--- src/common/fppio_pkg.sv ---
// Package for the four-port parallel I/O block: offsets, masks, carriers.
// Assumes an AHB-Lite slave with 32-bit data and word-aligned registers.
package fppio_pkg;

    // ********************************
    // Register indexes and addresses
    // ********************************
    localparam logic [2:0] FPPIO_IDX_A_DATA  = 3'h0;
    localparam logic [2:0] FPPIO_IDX_B_DATA  = 3'h1;
    localparam logic [2:0] FPPIO_IDX_C_DATA  = 3'h2;
    localparam logic [2:0] FPPIO_IDX_D_DATA  = 3'h3;
    localparam logic [2:0] FPPIO_IDX_A_DIR   = 3'h4;
    localparam logic [2:0] FPPIO_IDX_B_DIR   = 3'h5;
    localparam logic [2:0] FPPIO_IDX_C_DIR   = 3'h6;
    localparam logic [2:0] FPPIO_IDX_D_DIR   = 3'h7;
    localparam logic [2:0] FPPIO_IDX_SHARE   = 3'h0;
    localparam int         FPPIO_WORD_SHIFT  = 2;
    localparam logic [5:0] FPPIO_ADDR_SHARE  = 6'h20;

    // ********************************
    // Field masks and positions
    // ********************************
    localparam logic [7:0] FPPIO_B_MASK      = 8'he0;
    localparam logic [7:0] FPPIO_D_DIR_MASK  = 8'h20;
    localparam logic [7:0] FPPIO_D_DATA_MASK = 8'h20;
    localparam int         FPPIO_D_LINE5     = 5;
    localparam int         FPPIO_D_INPUT     = 7;
    localparam logic [7:0] FPPIO_C_CONV_MASK = 8'hf8;
    localparam int         FPPIO_SHARE_SPE   = 0;
    localparam int         FPPIO_SHARE_CONVERTER_POWER_ON_BIT  = 1;
    localparam int         FPPIO_SHARE_IRQEN = 2;
    localparam logic [7:0] FPPIO_SHARE_MASK  = 8'h07;
    localparam logic [7:0] FPPIO_DIR_RESET   = 8'h00;
    localparam logic [7:0] FPPIO_SHARE_RESET = 8'h00;

    localparam logic [1:0] FPPIO_HTRANS_NONSEQ = 2'h2;
    localparam logic [1:0] FPPIO_HRESP_OKAY    = 2'h0;

    typedef struct packed {
        logic [7:0] a;
        logic [7:0] b;
        logic [7:0] c;
        logic [7:0] d;
    } fppio_ports_t;

endpackage : fppio_pkg

--- src/hw/fppio_top.sv ---
// Four-port parallel I/O with AHB-Lite register access.
// Assumes an external pad ring that resolves each pin from out, oe and in.
//
// Our own choice: the AHB-Lite interface to the registers.
`timescale 1ns/1ps
`default_nettype none

// What this block does
// - Port A data 0x0, direction 0x4
// - Reset clears directions, keeps data latches
// - Port B lines 5..7, offsets 0x1/0x5
// - Port C eight lines, offsets 0x2/0x6
// - Port D offsets 0x3/0x7, direction bit 5
// - Direction 1 drives latch, 0 floats
// - Input-mode writes stored, appear later
// - Port D bit 7 reads input line
// - Serial port enable hands port B away
// - Port B registers stay accessible meanwhile
// - Port C 3..7 shared with converter
// - Port D independent of timer, feeds capture
// - Build option swaps line 5 for clock
// - Port A optionally feeds interrupt requests
module fppio_top
    import fppio_pkg::*;
#(
    parameter bit CLOCK_OUT_OPTION = 1'b0
)
(
    input  wire logic        hclk,
    input  wire logic        hresetn,
    input  wire logic        hsel,
    input  wire logic [31:0] haddr,
    input  wire logic [1:0]  htrans,
    input  wire logic        hwrite,
    input  wire logic [2:0]  hsize,
    input  wire logic [31:0] hwdata,
    input  wire logic        hready,
    output var  logic        hreadyout,
    output var  logic        hresp,
    output var  logic [31:0] hrdata,
    input  wire logic [7:0]  port_a_lines_in,
    output var  logic [7:0]  port_a_lines_out,
    output var  logic [7:0]  port_a_lines_oe,
    input  wire logic [7:0]  port_b_lines_in,
    output var  logic [7:0]  port_b_lines_out,
    output var  logic [7:0]  port_b_lines_oe,
    input  wire logic [7:0]  port_c_lines_in,
    output var  logic [7:0]  port_c_lines_out,
    output var  logic [7:0]  port_c_lines_oe,
    input  wire logic        port_d_line5_or_clock_out_in,
    output var  logic        port_d_line5_or_clock_out_out,
    output var  logic        port_d_line5_or_clock_out_oe,
    input  wire logic        port_d_input_line,
    input  wire logic        clock_output,
    output var  logic        serial_port_enable_bit,
    output var  logic        converter_power_on_bit,
    output var  logic        timer_capture_input,
    output var  logic [7:0]  port_a_irq_lines,
    output var  logic        port_a_irq_enable
);

    // ********************************
    // Storage
    // ********************************
    fppio_ports_t data_r;
    fppio_ports_t dir_r;
    logic [7:0]   share_r;
    logic         wr_pend_r;
    logic         wr_share_r;
    logic [2:0]   wr_idx_r;
    logic [31:0]  hrdata_r;
    logic         access;
    logic         in_ports;
    logic         in_share;
    logic [2:0]   idx;
    logic [7:0]   wbyte;
    logic [7:0]   rd_nxt;
    fppio_ports_t pins;
    wire fppio_ports_t rd_view;

    assign access   = hsel && hready && (htrans == FPPIO_HTRANS_NONSEQ);
    assign in_ports = (haddr[31:5] == 27'h0);
    assign in_share = (haddr[31:0] == {26'h0, FPPIO_ADDR_SHARE});
    assign idx      = haddr[FPPIO_WORD_SHIFT+2:FPPIO_WORD_SHIFT];
    assign wbyte    = hwdata[7:0];

    // Zero-wait slave; OKAY always
    // No stall, so a read right behind a write sees the old value
    assign hreadyout = 1'b1;
    assign hresp     = 1'b0;
    assign hrdata    = hrdata_r;

    assign pins.a = port_a_lines_in;
    assign pins.b = port_b_lines_in & FPPIO_B_MASK;
    assign pins.c = port_c_lines_in;
    assign pins.d = {port_d_input_line, 1'b0, port_d_line5_or_clock_out_in, 5'h00};

    // ********************************
    // Address phase capture
    // ********************************
    // Writes land one cycle later, in the data phase
    always_ff @(posedge hclk or negedge hresetn)
    begin
        if (!hresetn)
        begin
            wr_pend_r  <= 1'b0;
            wr_share_r <= 1'b0;
        end
        else
        begin
            wr_pend_r  <= access && hwrite && in_ports;
            wr_share_r <= access && hwrite && in_share;
        end
    end

    // Index moves only on a taken write
    always_ff @(posedge hclk or negedge hresetn)
    begin
        if (!hresetn)
        begin
            wr_idx_r <= 3'h0;
        end
        else if (access && hwrite)
        begin
            wr_idx_r <= idx;
        end
    end

    // ********************************
    // Data latches, no reset
    // ********************************
    // Latches keep contents across reset, so no reset branch
    always_ff @(posedge hclk)
    begin
        if (wr_pend_r && (wr_idx_r == FPPIO_IDX_A_DATA))
        begin
            data_r.a <= wbyte;
        end
    end

    // Written while the serial port runs, the value waits in the latch, off the pads
    always_ff @(posedge hclk)
    begin
        if (wr_pend_r && (wr_idx_r == FPPIO_IDX_B_DATA))
        begin
            data_r.b <= wbyte & FPPIO_B_MASK;
        end
    end

    always_ff @(posedge hclk)
    begin
        if (wr_pend_r && (wr_idx_r == FPPIO_IDX_C_DATA))
        begin
            data_r.c <= wbyte;
        end
    end

    // Bit 7 is never stored; reads take it from the pad
    always_ff @(posedge hclk)
    begin
        if (wr_pend_r && (wr_idx_r == FPPIO_IDX_D_DATA))
        begin
            data_r.d <= wbyte & FPPIO_D_DATA_MASK;
        end
    end

    // ********************************
    // Direction registers
    // ********************************
    // Reset turns every pad but the clock-option port D line 5 into an input before software runs
    always_ff @(posedge hclk or negedge hresetn)
    begin
        if (!hresetn)
        begin
            dir_r.a <= FPPIO_DIR_RESET;
        end
        else if (wr_pend_r && (wr_idx_r == FPPIO_IDX_A_DIR))
        begin
            dir_r.a <= wbyte;
        end
    end

    // Only bits 7 to 5 exist; the rest stay zero
    always_ff @(posedge hclk or negedge hresetn)
    begin
        if (!hresetn)
        begin
            dir_r.b <= FPPIO_DIR_RESET;
        end
        else if (wr_pend_r && (wr_idx_r == FPPIO_IDX_B_DIR))
        begin
            dir_r.b <= wbyte & FPPIO_B_MASK;
        end
    end

    always_ff @(posedge hclk or negedge hresetn)
    begin
        if (!hresetn)
        begin
            dir_r.c <= FPPIO_DIR_RESET;
        end
        else if (wr_pend_r && (wr_idx_r == FPPIO_IDX_C_DIR))
        begin
            dir_r.c <= wbyte;
        end
    end

    // Only bit 5 has a direction; bit 7 is input only
    always_ff @(posedge hclk or negedge hresetn)
    begin
        if (!hresetn)
        begin
            dir_r.d <= FPPIO_DIR_RESET;
        end
        else if (wr_pend_r && (wr_idx_r == FPPIO_IDX_D_DIR))
        begin
            dir_r.d <= wbyte & FPPIO_D_DIR_MASK;
        end
    end

    // ********************************
    // Sharing control register
    // ********************************
    always_ff @(posedge hclk or negedge hresetn)
    begin
        if (!hresetn)
        begin
            // Stands in for the serial, converter and interrupt controls
            share_r <= FPPIO_SHARE_RESET;
        end
        else if (wr_share_r)
        begin
            share_r <= wbyte & FPPIO_SHARE_MASK;
        end
    end

    assign serial_port_enable_bit = share_r[FPPIO_SHARE_SPE];
    assign converter_power_on_bit = share_r[FPPIO_SHARE_CONVERTER_POWER_ON_BIT];
    assign port_a_irq_enable      = share_r[FPPIO_SHARE_IRQEN];

    // ********************************
    // Read path
    // ********************************
    // Outputs read the latch, so an overloaded pad reads as written
    for (genvar i = 0; i < 32; i++)
    begin : g_view
        assign rd_view[i] = dir_r[i] ? data_r[i] : pins[i];
    end

    always_comb
    begin
        rd_nxt = 8'h00;
        if (in_share)
        begin
            rd_nxt = share_r;
        end
        else if (in_ports)
        begin
            case (idx)
                FPPIO_IDX_A_DATA: rd_nxt = rd_view.a;
                FPPIO_IDX_B_DATA: rd_nxt = rd_view.b & FPPIO_B_MASK;
                FPPIO_IDX_C_DATA: rd_nxt = rd_view.c;
                FPPIO_IDX_D_DATA:
                begin
                    rd_nxt = rd_view.d & FPPIO_D_DATA_MASK;
                    rd_nxt[FPPIO_D_INPUT] = port_d_input_line;
                end
                FPPIO_IDX_A_DIR: rd_nxt = dir_r.a;
                FPPIO_IDX_B_DIR: rd_nxt = dir_r.b;
                FPPIO_IDX_C_DIR: rd_nxt = dir_r.c;
                FPPIO_IDX_D_DIR: rd_nxt = dir_r.d;
                default:         rd_nxt = 8'h00;
            endcase
        end
    end

    // Pads are sampled in the address phase, not the data phase
    always_ff @(posedge hclk or negedge hresetn)
    begin
        if (!hresetn)
        begin
            hrdata_r <= 32'h0;
        end
        else if (access && !hwrite)
        begin
            hrdata_r <= {24'h0, rd_nxt};
        end
    end

    // ********************************
    // Pin drivers
    // ********************************
    // Latch always feeds the pad; the enable alone decides
    always_comb
    begin
        port_a_lines_out = data_r.a;
        port_a_lines_oe  = dir_r.a;
    end

    // Serial port owns port B pads while enabled
    always_comb
    begin
        port_b_lines_out = data_r.b;
        if (serial_port_enable_bit)
        begin
            port_b_lines_oe = 8'h00;
        end
        else
        begin
            port_b_lines_oe = dir_r.b;
        end
    end

    // Converter only senses; pad stays as programmed
    always_comb
    begin
        port_c_lines_out = data_r.c;
        port_c_lines_oe  = dir_r.c;
    end

    // Option fixed at build time; software cannot undo it
    always_comb
    begin
        if (CLOCK_OUT_OPTION)
        begin
            port_d_line5_or_clock_out_out = clock_output;
            port_d_line5_or_clock_out_oe  = 1'b1;
        end
        else
        begin
            port_d_line5_or_clock_out_out = data_r.d[FPPIO_D_LINE5];
            port_d_line5_or_clock_out_oe  = dir_r.d[FPPIO_D_LINE5];
        end
    end

    // ********************************
    // Shared functions
    // ********************************
    assign timer_capture_input = port_d_input_line;
    assign port_a_irq_lines    = port_a_irq_enable ? port_a_lines_in : 8'h00;

endmodule : fppio_top

`default_nettype wire

--- config.mk ---
export PLATFORM = sky130hd
export DESIGN_NAME = fppio_top
export DESIGN_NICKNAME = d
export VERILOG_FILES = /design/src/common/fppio_pkg.sv /design/src/hw/fppio_top.sv
export SDC_FILE = /design/constraint.sdc
export NUM_CORES = 1
export LEC_CHECK = 0
export BUFFER_PORTS_ARGS = -buffer_cell sky130_fd_sc_hd__buf_2
export CORE_MARGIN = 8
export CORE_UTILIZATION = 44
export CTS_BUF_LIST = sky130_fd_sc_hd__clkbuf_8
export DETAILED_ROUTE_END_ITERATION = 10
export HOLD_SLACK_MARGIN = 0.12
export PLACE_DENSITY = 0.9
export SLEW_MARGIN = 10
export SYNTH_ARGS = -nofsm -noshare
export SYNTH_HDL_FRONTEND = slang
export SYNTH_SLANG_ARGS = --single-unit
--- constraint.sdc ---
create_clock -name hclk -period 2.4 [get_ports hclk]
set_input_delay 0.48 -clock hclk [delete_from_list [all_inputs] [get_ports hclk]]
set_output_delay 0.48 -clock hclk [all_outputs]
set_load 0.005 [all_outputs]
==> metrics.json, run 1 <==
{
  "final_core_util_pct": 55.11,
  "yosys.cell_count.top_type": "sky130_fd_sc_hd__buf_4",
  "die_height_um": 100.3,
  "result_of_the_run": "finished clean",
  "final-hold-violation-count": 0,
  "worst_hold_path_type": "in2async",
  "final.setup.tns_ns": 0,
  "vias": 2564,
  "grt_use_total_pct": 17.86,
  "grt_setup_unrepaired": "no",
  "setup.reg_to_reg.worst_slack_ns": 0.67,
  "drt_wl_total_um": 9342,
  "tritoncts": "yes",
  "initial_antenna_violation_count": 0,
  "synth_async_sr_flop_share_pct": 64.29,
  "critical_path.max_fanout": 11,
  "synth.top_cell.area_share_pct": 28.79,
  "post_synth_main_area_contributors": "sky130_fd_sc_hd__dfrtp_1, sky130_fd_sc_hd__edfxtp_1, sky130_fd_sc_hd__buf_4, sky130_fd_sc_hd__mux2_2, sky130_fd_sc_hd__o21ai_0",
  "path_clk_slew_ns": 0.10,
  "worst_pin_slew_ns": 0.8322,
  "ys.warnings.count": 0,
  "timing.slew.headroom_pct": 44.52,
  "power.total_w": 0.001867,
  "post_synth_design_cell_area_um2": 3129,
  "avgViaCountPerCell": 5.077,
  "netSwitchingFraction_pct": 23.93,
  "detail-route-antenna-nets": 0,
  "first_pass_grt_wire_length_um": 14120,
  "clock-root-buffer": "sky130_fd_sc_hd__clkbuf_8",
  "p_seq_share_pct": 56.2,
  "cts_resized": 0,
  "most_frequently_used_flop_master_after_synthesis": "sky130_fd_sc_hd__dfrtp_1",
  "largest_net_degree_at_the_start_of_global_routing": 37,
  "cp_data_arrival_time_ns": 1.32,
  "pwr_density_cell_nw_per_um2": 496.0,
  "post-route-drc-count": 0,
  "diodes_inserted": 0,
  "clkLatencyLatePin_ns": 0.30,
  "placed_area_um2": 3657,
  "row_count": 30,
  "place.port_buffers": 127,
  "synth_sequential_area_ratio_pct": 47.98,
  "finalCritPeriodShare_pct": 74.91,
  "cts-htree-levels": 2,
  "synthToLayoutAreaGrowth_pct": 20.31,
  "detailedPlacementHpwl_um": 7447,
  "worstSetupPathType": "reg2out",
  "syn_avg_cell_area_um2": 10.68,
  "clockBufferDepth": 2,
  "clockPowerShare_pct": 32.2,
  "finalSetupViolCount": 0,
  "worstSetupEndpointType": "primary output",
  "maxCapViolCount": 0,
  "cts-buffers-inserted": 5,
  "first_pass_iters": 5,
  "static-leakage-power_nw": 1.829,
  "cellInternalPower_w": 0.001420,
  "finalNetCount": 509,
  "power.ir.vdd_worst_mv": 0.4696,
  "hold_buffer_count_at_cts": 0,
  "ys_top_cells_by_count": "sky130_fd_sc_hd__buf_4, sky130_fd_sc_hd__dfrtp_1, sky130_fd_sc_hd__mux2_2",
  "timing.critical_path.from_type": "flip-flop",
  "chipWidth_um": 100.3,
  "clock-skew-final_ns": 0.01173,
  "post_route_cells_drive_above_1_share_pct": 42.79,
  "synth-seq-cells": 56,
  "globalplace.congestion": 0.8040,
  "cts_post_setup_buffers_inserted": 0,
  "p_sw_w": 0.0004468,
  "yosysUniqueCellTypes": 47,
  "postLayoutCellArea_um2": 3765,
  "die_area_um2": 10070,
  "first_global_vias": 2746,
  "regToRegEndpoint": "port_a_lines_oe[6]",
  "slew_viol_final": 0,
  "clock_sinks": 56,
  "crit-reg2reg-launch": "wr_idx_r[2]",
  "max_clock_freq_mhz": 556.2,
  "ff2ff_path_depth": 4,
  "globalRoute.totalOverflow": 0,
  "critPathRequiredTime_ns": 1.92,
  "p_comb_share_pct": 11.6,
  "drt_first_iter_violations": 114,
  "core_region_area_um2": 6832,
  "synth-edff-count": 20,
  "detail_route.wl_per_cell_um": 18.50,
  "netlist_instances": 293,
  "layout_min_cycle_time_ns": 1.798,
  "synth_area_leader_cell": "sky130_fd_sc_hd__dfrtp_1",
  "effective_utilization_at_floorplan_pct": 45.81,
  "io_pins": 197
}
[layout make-up]
cell class	instances	area, um^2
multi-input combinational	200	1291
clock inverter	3	38.79
timing repair buffer	138	718.2
clock buffer	5	68.82
inverter	7	26.28
sequential	56	1501
tap	96	120.1
fill	618	3067
[metal layers]
layer	global-route usage [%]	up-vias	part of all wire, %
li1	-	1190	-
met1	19.49	1217	39
met2	31.90	140	49
met3	5.329	17	9.7
met4	6.395	0	2.0
met5	0	-	0
[registers in the layout, indices dropped and copies added, names as in the netlist]
name	count
wr_idx_r	3
wr_share_r	1
dir_r	3
wr_pend_r	1
port_c_lines_oe	8
hrdata	8
port_c_lines_out	8
port_d_line5_or_clock_out_oe	1
port_a_lines_oe	8
port_a_lines_out	8
port_b_lines_out	3
port_d_line5_or_clock_out_out	1
share_r	3
[worst max-delay path by stage]
stage,from,to,cells after the start
after global routing,htrans[1],hrdata[4],6
after global placement,haddr[12],hrdata[1],6
final,share_r[2],port_a_irq_lines[7],2
after CTS,share_r[2],port_a_irq_lines[7],2
after floorplan,wr_idx_r[0],port_a_lines_out[0],2
after detailed placement,haddr[12],hrdata[3],6
[power groups by stage]
stage	registers (W)	logic, W	clock network (W)
after floorplan	0.00105	0.000173	0
after global placement	0.00107	0.000206	0
after detailed placement	0.00107	0.000214	0
after CTS	0.00105	0.000215	0.000613
after global routing	0.00106	0.000241	0.000638
final	0.00105	0.000216	0.000602
[critical path: stages (launching register included)]
cell and delay (ns):
sky130_fd_sc_hd__dfrtp_1 0.67, sky130_fd_sc_hd__and2_1 0.21, sky130_fd_sc_hd__buf_2 0.13
[cell usage in the layout (no fill, tap or decap), types with 6 or more instances in the layout]
cell	Yosys	final
sky130_fd_sc_hd__buf_2	3	127
sky130_fd_sc_hd__conb_1	2	36
sky130_fd_sc_hd__dfrtp_1	36	36
sky130_fd_sc_hd__mux2_2	23	23
sky130_fd_sc_hd__o21ai_0	20	20
sky130_fd_sc_hd__edfxtp_1	20	20
sky130_fd_sc_hd__nor2_1	19	19
sky130_fd_sc_hd__buf_4	53	11
sky130_fd_sc_hd__nand2_1	9	9
sky130_fd_sc_hd__a21oi_1	9	9
sky130_fd_sc_hd__and2_1	8	8
sky130_fd_sc_hd__inv_1	7	8
sky130_fd_sc_hd__nor4_1	7	7
sky130_fd_sc_hd__nor2b_1	6	6
sky130_fd_sc_hd__o21ai_1	6	6
[through the flow]
| step | hold WS [ns] | cells | setup WS [ns] |
|---|---|---|---|
| 4_1_cts | 0.2946 | 505 | 0.6062 |
| 5_1_grt | 0.3301 | 505 | 0.5379 |
| 3_3_place_gp | 0.4652 | 497 | 0.3667 |
| 6_report | 0.2657 | 505 | 0.6022 |
| 2_1_floorplan | 0.1844 | 327 | 0.4872 |
| 3_5_place_dp | 0.4843 | 497 | 0.3826 |
[kinds of logic after synthesis]
logic type / synth area share (%)
AOI/OAI and AO/OA: 11.40
muxes: 10.36
other: 0.2400
and+or+nand+nor: 14.79
DFF: 47.98
buffers and inverters: 15.23
No activity file was read; power rests on OpenSTA's default activity.
==> inputs of run 2 (changes only) <==
==> constraint.sdc (replaced) <==
create_clock -name hclk -period 1.7 [get_ports hclk]
set_input_delay 0.34 -clock hclk [delete_from_list [all_inputs] [get_ports hclk]]
set_output_delay 0.34 -clock hclk [all_outputs]
set_load 0.005 [all_outputs]
==> run 2 against run 1 <==
  * First-iteration DRC count rose by 4.4%
  * Final cell count rose by 2.2%
  * Sequential power rose by 41%
  * Power rose by 42%
  * Combinational power rose by 46%
  * Wire length rose by 1.5%
  * Global-route usage rose by 0.57 points
  * Largest cell class unchanged
  * Highest routed layer unchanged
==> metrics.json, run 2 (synthesis gave the netlist of run 1 again) <==
{
  "slew_viol_final": 0,
  "static-leakage-power_nw": 1.885,
  "finalNetCount": 520,
  "critPathMaxStageDelay_ns": 0.44,
  "most-common-layout-cells": "sky130_fd_sc_hd__buf_2, sky130_fd_sc_hd__conb_1, sky130_fd_sc_hd__dfrtp_1, sky130_fd_sc_hd__mux2_2",
  "maxCapViolCount": 0,
  "timing.critical_path.from_type": "flip-flop",
  "clock_sinks": 56,
  "dp_cells": 506,
  "family_with_the_most_delay_on_the_worst_path": "compound AO/OA/AOI/OAI gates",
  "critical_path.max_fanout": 4,
  "layout_commonest_cell": "sky130_fd_sc_hd__buf_2",
  "layout_min_cycle_time_ns": 1.588,
  "pwr_density_cell_nw_per_um2": 687.0,
  "result_of_the_run": "finished clean",
  "drt_wl_total_um": 9484,
  "instances_no_fill": 516,
  "worst_hold_startpoint": "hwdata[4]",
  "largest_net_degree_at_the_start_of_global_routing": 37,
  "vias": 2594,
  "finalSetupViolCount": 0,
  "setup.reg_to_reg.worst_slack_ns": 0.11,
  "post_route_cells_drive_above_1_share_pct": 44.52,
  "crit-reg2reg-launch": "dir_r[21]",
  "synthToLayoutAreaGrowth_pct": 23.67,
  "worstPathBufferInverterCount": 0,
  "clock-root-buffer": "sky130_fd_sc_hd__clkbuf_8",
  "detailedPlacementHpwl_um": 7493,
  "clock-skew-final_ns": 0.006188,
  "critPathRequiredTime_ns": 1.91,
  "cts-buffers-inserted": 5,
  "detail-route-antenna-nets": 0,
  "first_global_vias": 2778,
  "grt_setup_unrepaired": "no",
  "row_count": 30,
  "clockBufferDepth": 2,
  "detail_route.wl_per_cell_um": 18.38,
  "finalCritPeriodShare_pct": 93.42,
  "worstSetupEndpointType": "flip-flop",
  "die_height_um": 100.3,
  "first_pass_grt_wire_length_um": 14420,
  "worst_hold_path_type": "in2reg",
  "max_clock_freq_mhz": 629.6,
  "core_region_area_um2": 6832,
  "first_pass_iters": 4,
  "die_area_um2": 10070,
  "avgViaCountPerCell": 5.027,
  "cp_data_arrival_time_ns": 1.80,
  "cts-htree-levels": 2,
  "io_pins": 197,
  "worst_setup_sp": "dir_r[21]",
  "globalRoute.totalOverflow": 0,
  "initial_antenna_violation_count": 0,
  "worstSetupPathType": "reg2reg",
  "power.ir.vdd_worst_mv": 0.3912,
  "final-hold-violation-count": 0,
  "effective_utilization_at_floorplan_pct": 45.81,
  "chipWidth_um": 100.3,
  "clkLatencyLatePin_ns": 0.31,
  "post-route-drc-count": 0,
  "diodes_inserted": 0,
  "place.port_buffers": 127,
  "cp_cell_sequence": "mux2_4 -> a211o_1 -> o31ai_2 -> o21ai_1 -> a22o_1",
  "slowest_stage": "sky130_fd_sc_hd__dfrtp_1",
  "tritoncts": "yes",
  "path_clk_slew_ns": 0.10,
  "globalplace.congestion": 0.7961,
  "drt_first_iter_violations": 119,
  "grt_use_total_pct": 18.43,
  "final.setup.tns_ns": 0
}
[run 2: power by group]
part / switching (W) / internal (W)
registers: 0.0000554 / 0.00143
logic: 0.000161 / 0.000155
clock network: 0.000427 / 0.000432
total: 0.000644 / 0.00201
[run 2: layout make-up]
type,instances,area [um^2]
Timing Repair Buffer,149,815.8
Tap cell,96,120.1
Fill cell,590,2962
Multi-Input combinational cell,200,1297
Sequential cell,56,1503
Inverter,7,26.28
Clock buffer,5,68.82
Clock inverter,3,38.79
[run 2: per-stage QoR]
stage	power (W)	utilization, %	area (um^2)	hold slack (ns)	worst slack, ns
after floorplan	0.001728	-	3269	0.04441	0.1234
after global placement	0.001805	54.71	3737	0.4042	-0.2176
after detailed placement	0.001820	54.71	3737	0.4109	-0.2963
after CTS	0.002672	56.43	3855	0.2419	0.03401
after global routing	0.002765	56.65	3870	0.2428	0.02540
final	0.002658	56.65	3870	0.2475	0.1118
[run 2: path summary, 6_finish.rpt]
path,cells after the start,end
min in group asynchronous,3,dir_r[23]
max in group asynchronous,3,share_r[2]
worst max-delay path,5,hrdata[5]
worst min register to register,2,hrdata[3]
worst max register to register,5,hrdata[5]
worst min-delay path,1,port_c_lines_out[4]
[run 2: timing repair]
action,CTS,global route
setup buffers,0,1
endpoints found under the setup margin,0,4
gates resized for setup,0,2
hold endpoints to repair,36,0
hold buffers,1,0
[run 2: per-layer routing]
layer / vias up / share of wire (%) / global-route usage (%)
met4: 0 / 2.1 / 6.512
met1: 1228 / 37 / 19.13
met2: 140 / 49 / 32.97
met3: 16 / 11 / 7.059
met5: - / 0 / 0
li1: 1210 / - / -
==> inputs of run 3 (changes only) <==
--- a/config.mk
+++ b/config.mk
@@ -12,6 +12,7 @@
 export DETAILED_ROUTE_END_ITERATION = 10
 export HOLD_SLACK_MARGIN = 0.12
 export PLACE_DENSITY = 0.9
+export REMOVE_ABC_BUFFERS = 1
 export SLEW_MARGIN = 10
 export SYNTH_ARGS = -nofsm -noshare
 export SYNTH_HDL_FRONTEND = slang
==> run 3 against run 2 <==
  * Hold slack got worse by 0.0041 ns
  * Clock power fell by 20%
  * Final cell count rose by 0.39%
  * Critical path type unchanged
  * Via count rose by 1.0%
  * Design area fell by 0.68%
  * Fmax fell by 1.4%
  * Non-clock buffer count rose by 2
  * Sequential share of layout area rose by 0.23 points
  * Utilization fell by 0.38 points
  * Critical path depth fell by 3
==> metrics.json, run 3 (synthesis gave the netlist of run 1 again) <==
{
  "result_of_the_run": "finished clean",
  "final.setup.tns_ns": 0,
  "layout_commonest_cell": "sky130_fd_sc_hd__buf_2",
  "die_height_um": 100.3,
  "globalplace.congestion": 0.8608,
  "grt_use_total_pct": 17.39,
  "synthToLayoutAreaGrowth_pct": 22.83,
  "effective_utilization_at_floorplan_pct": 45.81,
  "cp_data_arrival_time_ns": 1.64,
  "grt_setup_unrepaired": "no",
  "finalCritPeriodShare_pct": 94.80,
  "finalNetCount": 522,
  "core_region_area_um2": 6832,
  "layout_min_cycle_time_ns": 1.612,
  "instances_no_fill": 518,
  "largest_net_degree_at_the_start_of_global_routing": 37,
  "worst_pin_slew_ns": 0.5912,
  "drt_first_iter_violations": 84,
  "cts_resized": 0,
  "dp_cells": 509,
  "io_pins": 197,
  "final_core_util_pct": 56.26,
  "dpl_worst_slack_ns": -0.1247,
  "place.port_buffers": 127,
  "post-route-drc-count": 0,
  "drt_wl_total_um": 9040,
  "post_route_cells_drive_above_1_share_pct": 44.31,
  "chipWidth_um": 100.3,
  "static-leakage-power_nw": 1.884,
  "power.total_w": 0.002490,
  "first_global_vias": 2752,
  "detail_route.wl_per_cell_um": 17.45,
  "finalSetupViolCount": 0,
  "initial_antenna_violation_count": 1,
  "first_pass_iters": 4,
  "timing.slew.headroom_pct": 60.02,
  "cts-htree-levels": 2,
  "clock-root-buffer": "sky130_fd_sc_hd__clkbuf_8",
  "cts-buffers-inserted": 5,
  "clock-skew-final_ns": 0.008091,
  "detail-route-antenna-nets": 0,
  "timing.critical_path.from_type": "flip-flop",
  "clockBufferDepth": 2,
  "avgViaCountPerCell": 5.058,
  "globalRoute.totalOverflow": 0,
  "clock_sinks": 56,
  "final_critical_path_setup_slack_ns": 0.08845,
  "slew_viol_final": 0,
  "vias": 2620,
  "pwr_density_cell_nw_per_um2": 647.8,
  "detailedPlacementHpwl_um": 7360,
  "diodes_inserted": 0,
  "maxCapViolCount": 0,
  "row_count": 30,
  "worstSetupEndpointType": "flip-flop",
  "most-common-layout-cells": "sky130_fd_sc_hd__buf_2, sky130_fd_sc_hd__conb_1, sky130_fd_sc_hd__dfrtp_1, sky130_fd_sc_hd__mux2_2, sky130_fd_sc_hd__buf_4",
  "final-hold-violation-count": 0,
  "first_pass_grt_wire_length_um": 13790,
  "tritoncts": "yes",
  "num-fill-cells": 599,
  "critPathRequiredTime_ns": 1.72,
  "worst_hold_path_type": "in2reg",
  "critical_path.max_fanout": 9,
  "max_clock_freq_mhz": 620.5,
  "power.ir.vdd_worst_mv": 0.3031,
  "clkLatencyLatePin_ns": 0.30,
  "worstSetupPathType": "reg2reg",
  "path_clk_slew_ns": 0.09,
  "die_area_um2": 10070
}
run 3: cell count changes in the layout (fill, tap and decap cells not counted):
cell,before,now
sky130_fd_sc_hd__nor3_1,2,1
sky130_fd_sc_hd__dfrtp_1,35,36
sky130_fd_sc_hd__buf_12,1,0
sky130_fd_sc_hd__bufinv_16,1,0
sky130_fd_sc_hd__nor4_2,1,0
sky130_fd_sc_hd__nor4_1,6,7
sky130_fd_sc_hd__dfrtp_2,1,0
sky130_fd_sc_hd__buf_4,20,23
sky130_fd_sc_hd__inv_1,8,9
sky130_fd_sc_hd__nor3_2,0,1
run 3: worst max-delay path, cell delays in order (launching register included):
cell                       delay [ns]
sky130_fd_sc_hd__dfrtp_1         0.49
sky130_fd_sc_hd__nor4bb_2        0.61
sky130_fd_sc_hd__buf_4           0.24
run 3: through the flow:
stage          instance area, um^2  hold WS (ns)
4_1_cts                       3844        0.2383
3_5_place_dp                  3752        0.4188
2_1_floorplan                 2806       0.04441
3_3_place_gp                  3752        0.4114
6_report                      3844        0.2434
5_1_grt                       3844        0.2461
run 3: per-layer routing:
metal / routed length [um] / global-route usage (%)
met3: 1099 / 6.367
met4: 121 / 5.930
met1: 3477 / 19.40
met5: 13 / 0
met2: 4328 / 29.79
run 3: layout make-up:
cell class,count,area [um^2],area share [%]
Clock buffer,5,68.82,1.790
Clock inverter,3,12.51,0.3255
Inverter,7,26.28,0.6836
Multi-Input combinational cell,200,1296,33.72
Sequential cell,56,1501,39.06
Tap cell,96,120.1,3.125
Timing Repair Buffer,151,818.3,21.29
run 3: path summary, 6_finish.rpt:
kind	startpoint	endpoint	slack, ns	depth (start not counted)
setup / recovery	wr_idx_r[0]	port_c_lines_out[6]	0.09	2
hold / removal	haddr[5]	wr_pend_r	0.24	2
setup reg to reg	wr_idx_r[0]	port_c_lines_out[6]	0.09	2
hold reg to reg	hrdata[4]	hrdata[4]	0.51	2
max in group asynchronous	hresetn	wr_idx_r[0]	0.75	3
min in group asynchronous	hresetn	port_c_lines_oe[1]	0.62	3
run 3: where the power goes:
part / internal [W] / leakage, nW / total (W) / switching (W)
logic: 0.000157 / 1.20 / 0.000315 / 0.000157
registers: 0.00143 / 0.634 / 0.00148 / 0.0000570
clock network: 0.000279 / 0.0505 / 0.000691 / 0.000412
run 3: timing repair:
item	4_1_cts	5_1_grt
hold buffers	1	0
setup buffers	0	0
endpoints found under the hold margin	36	0
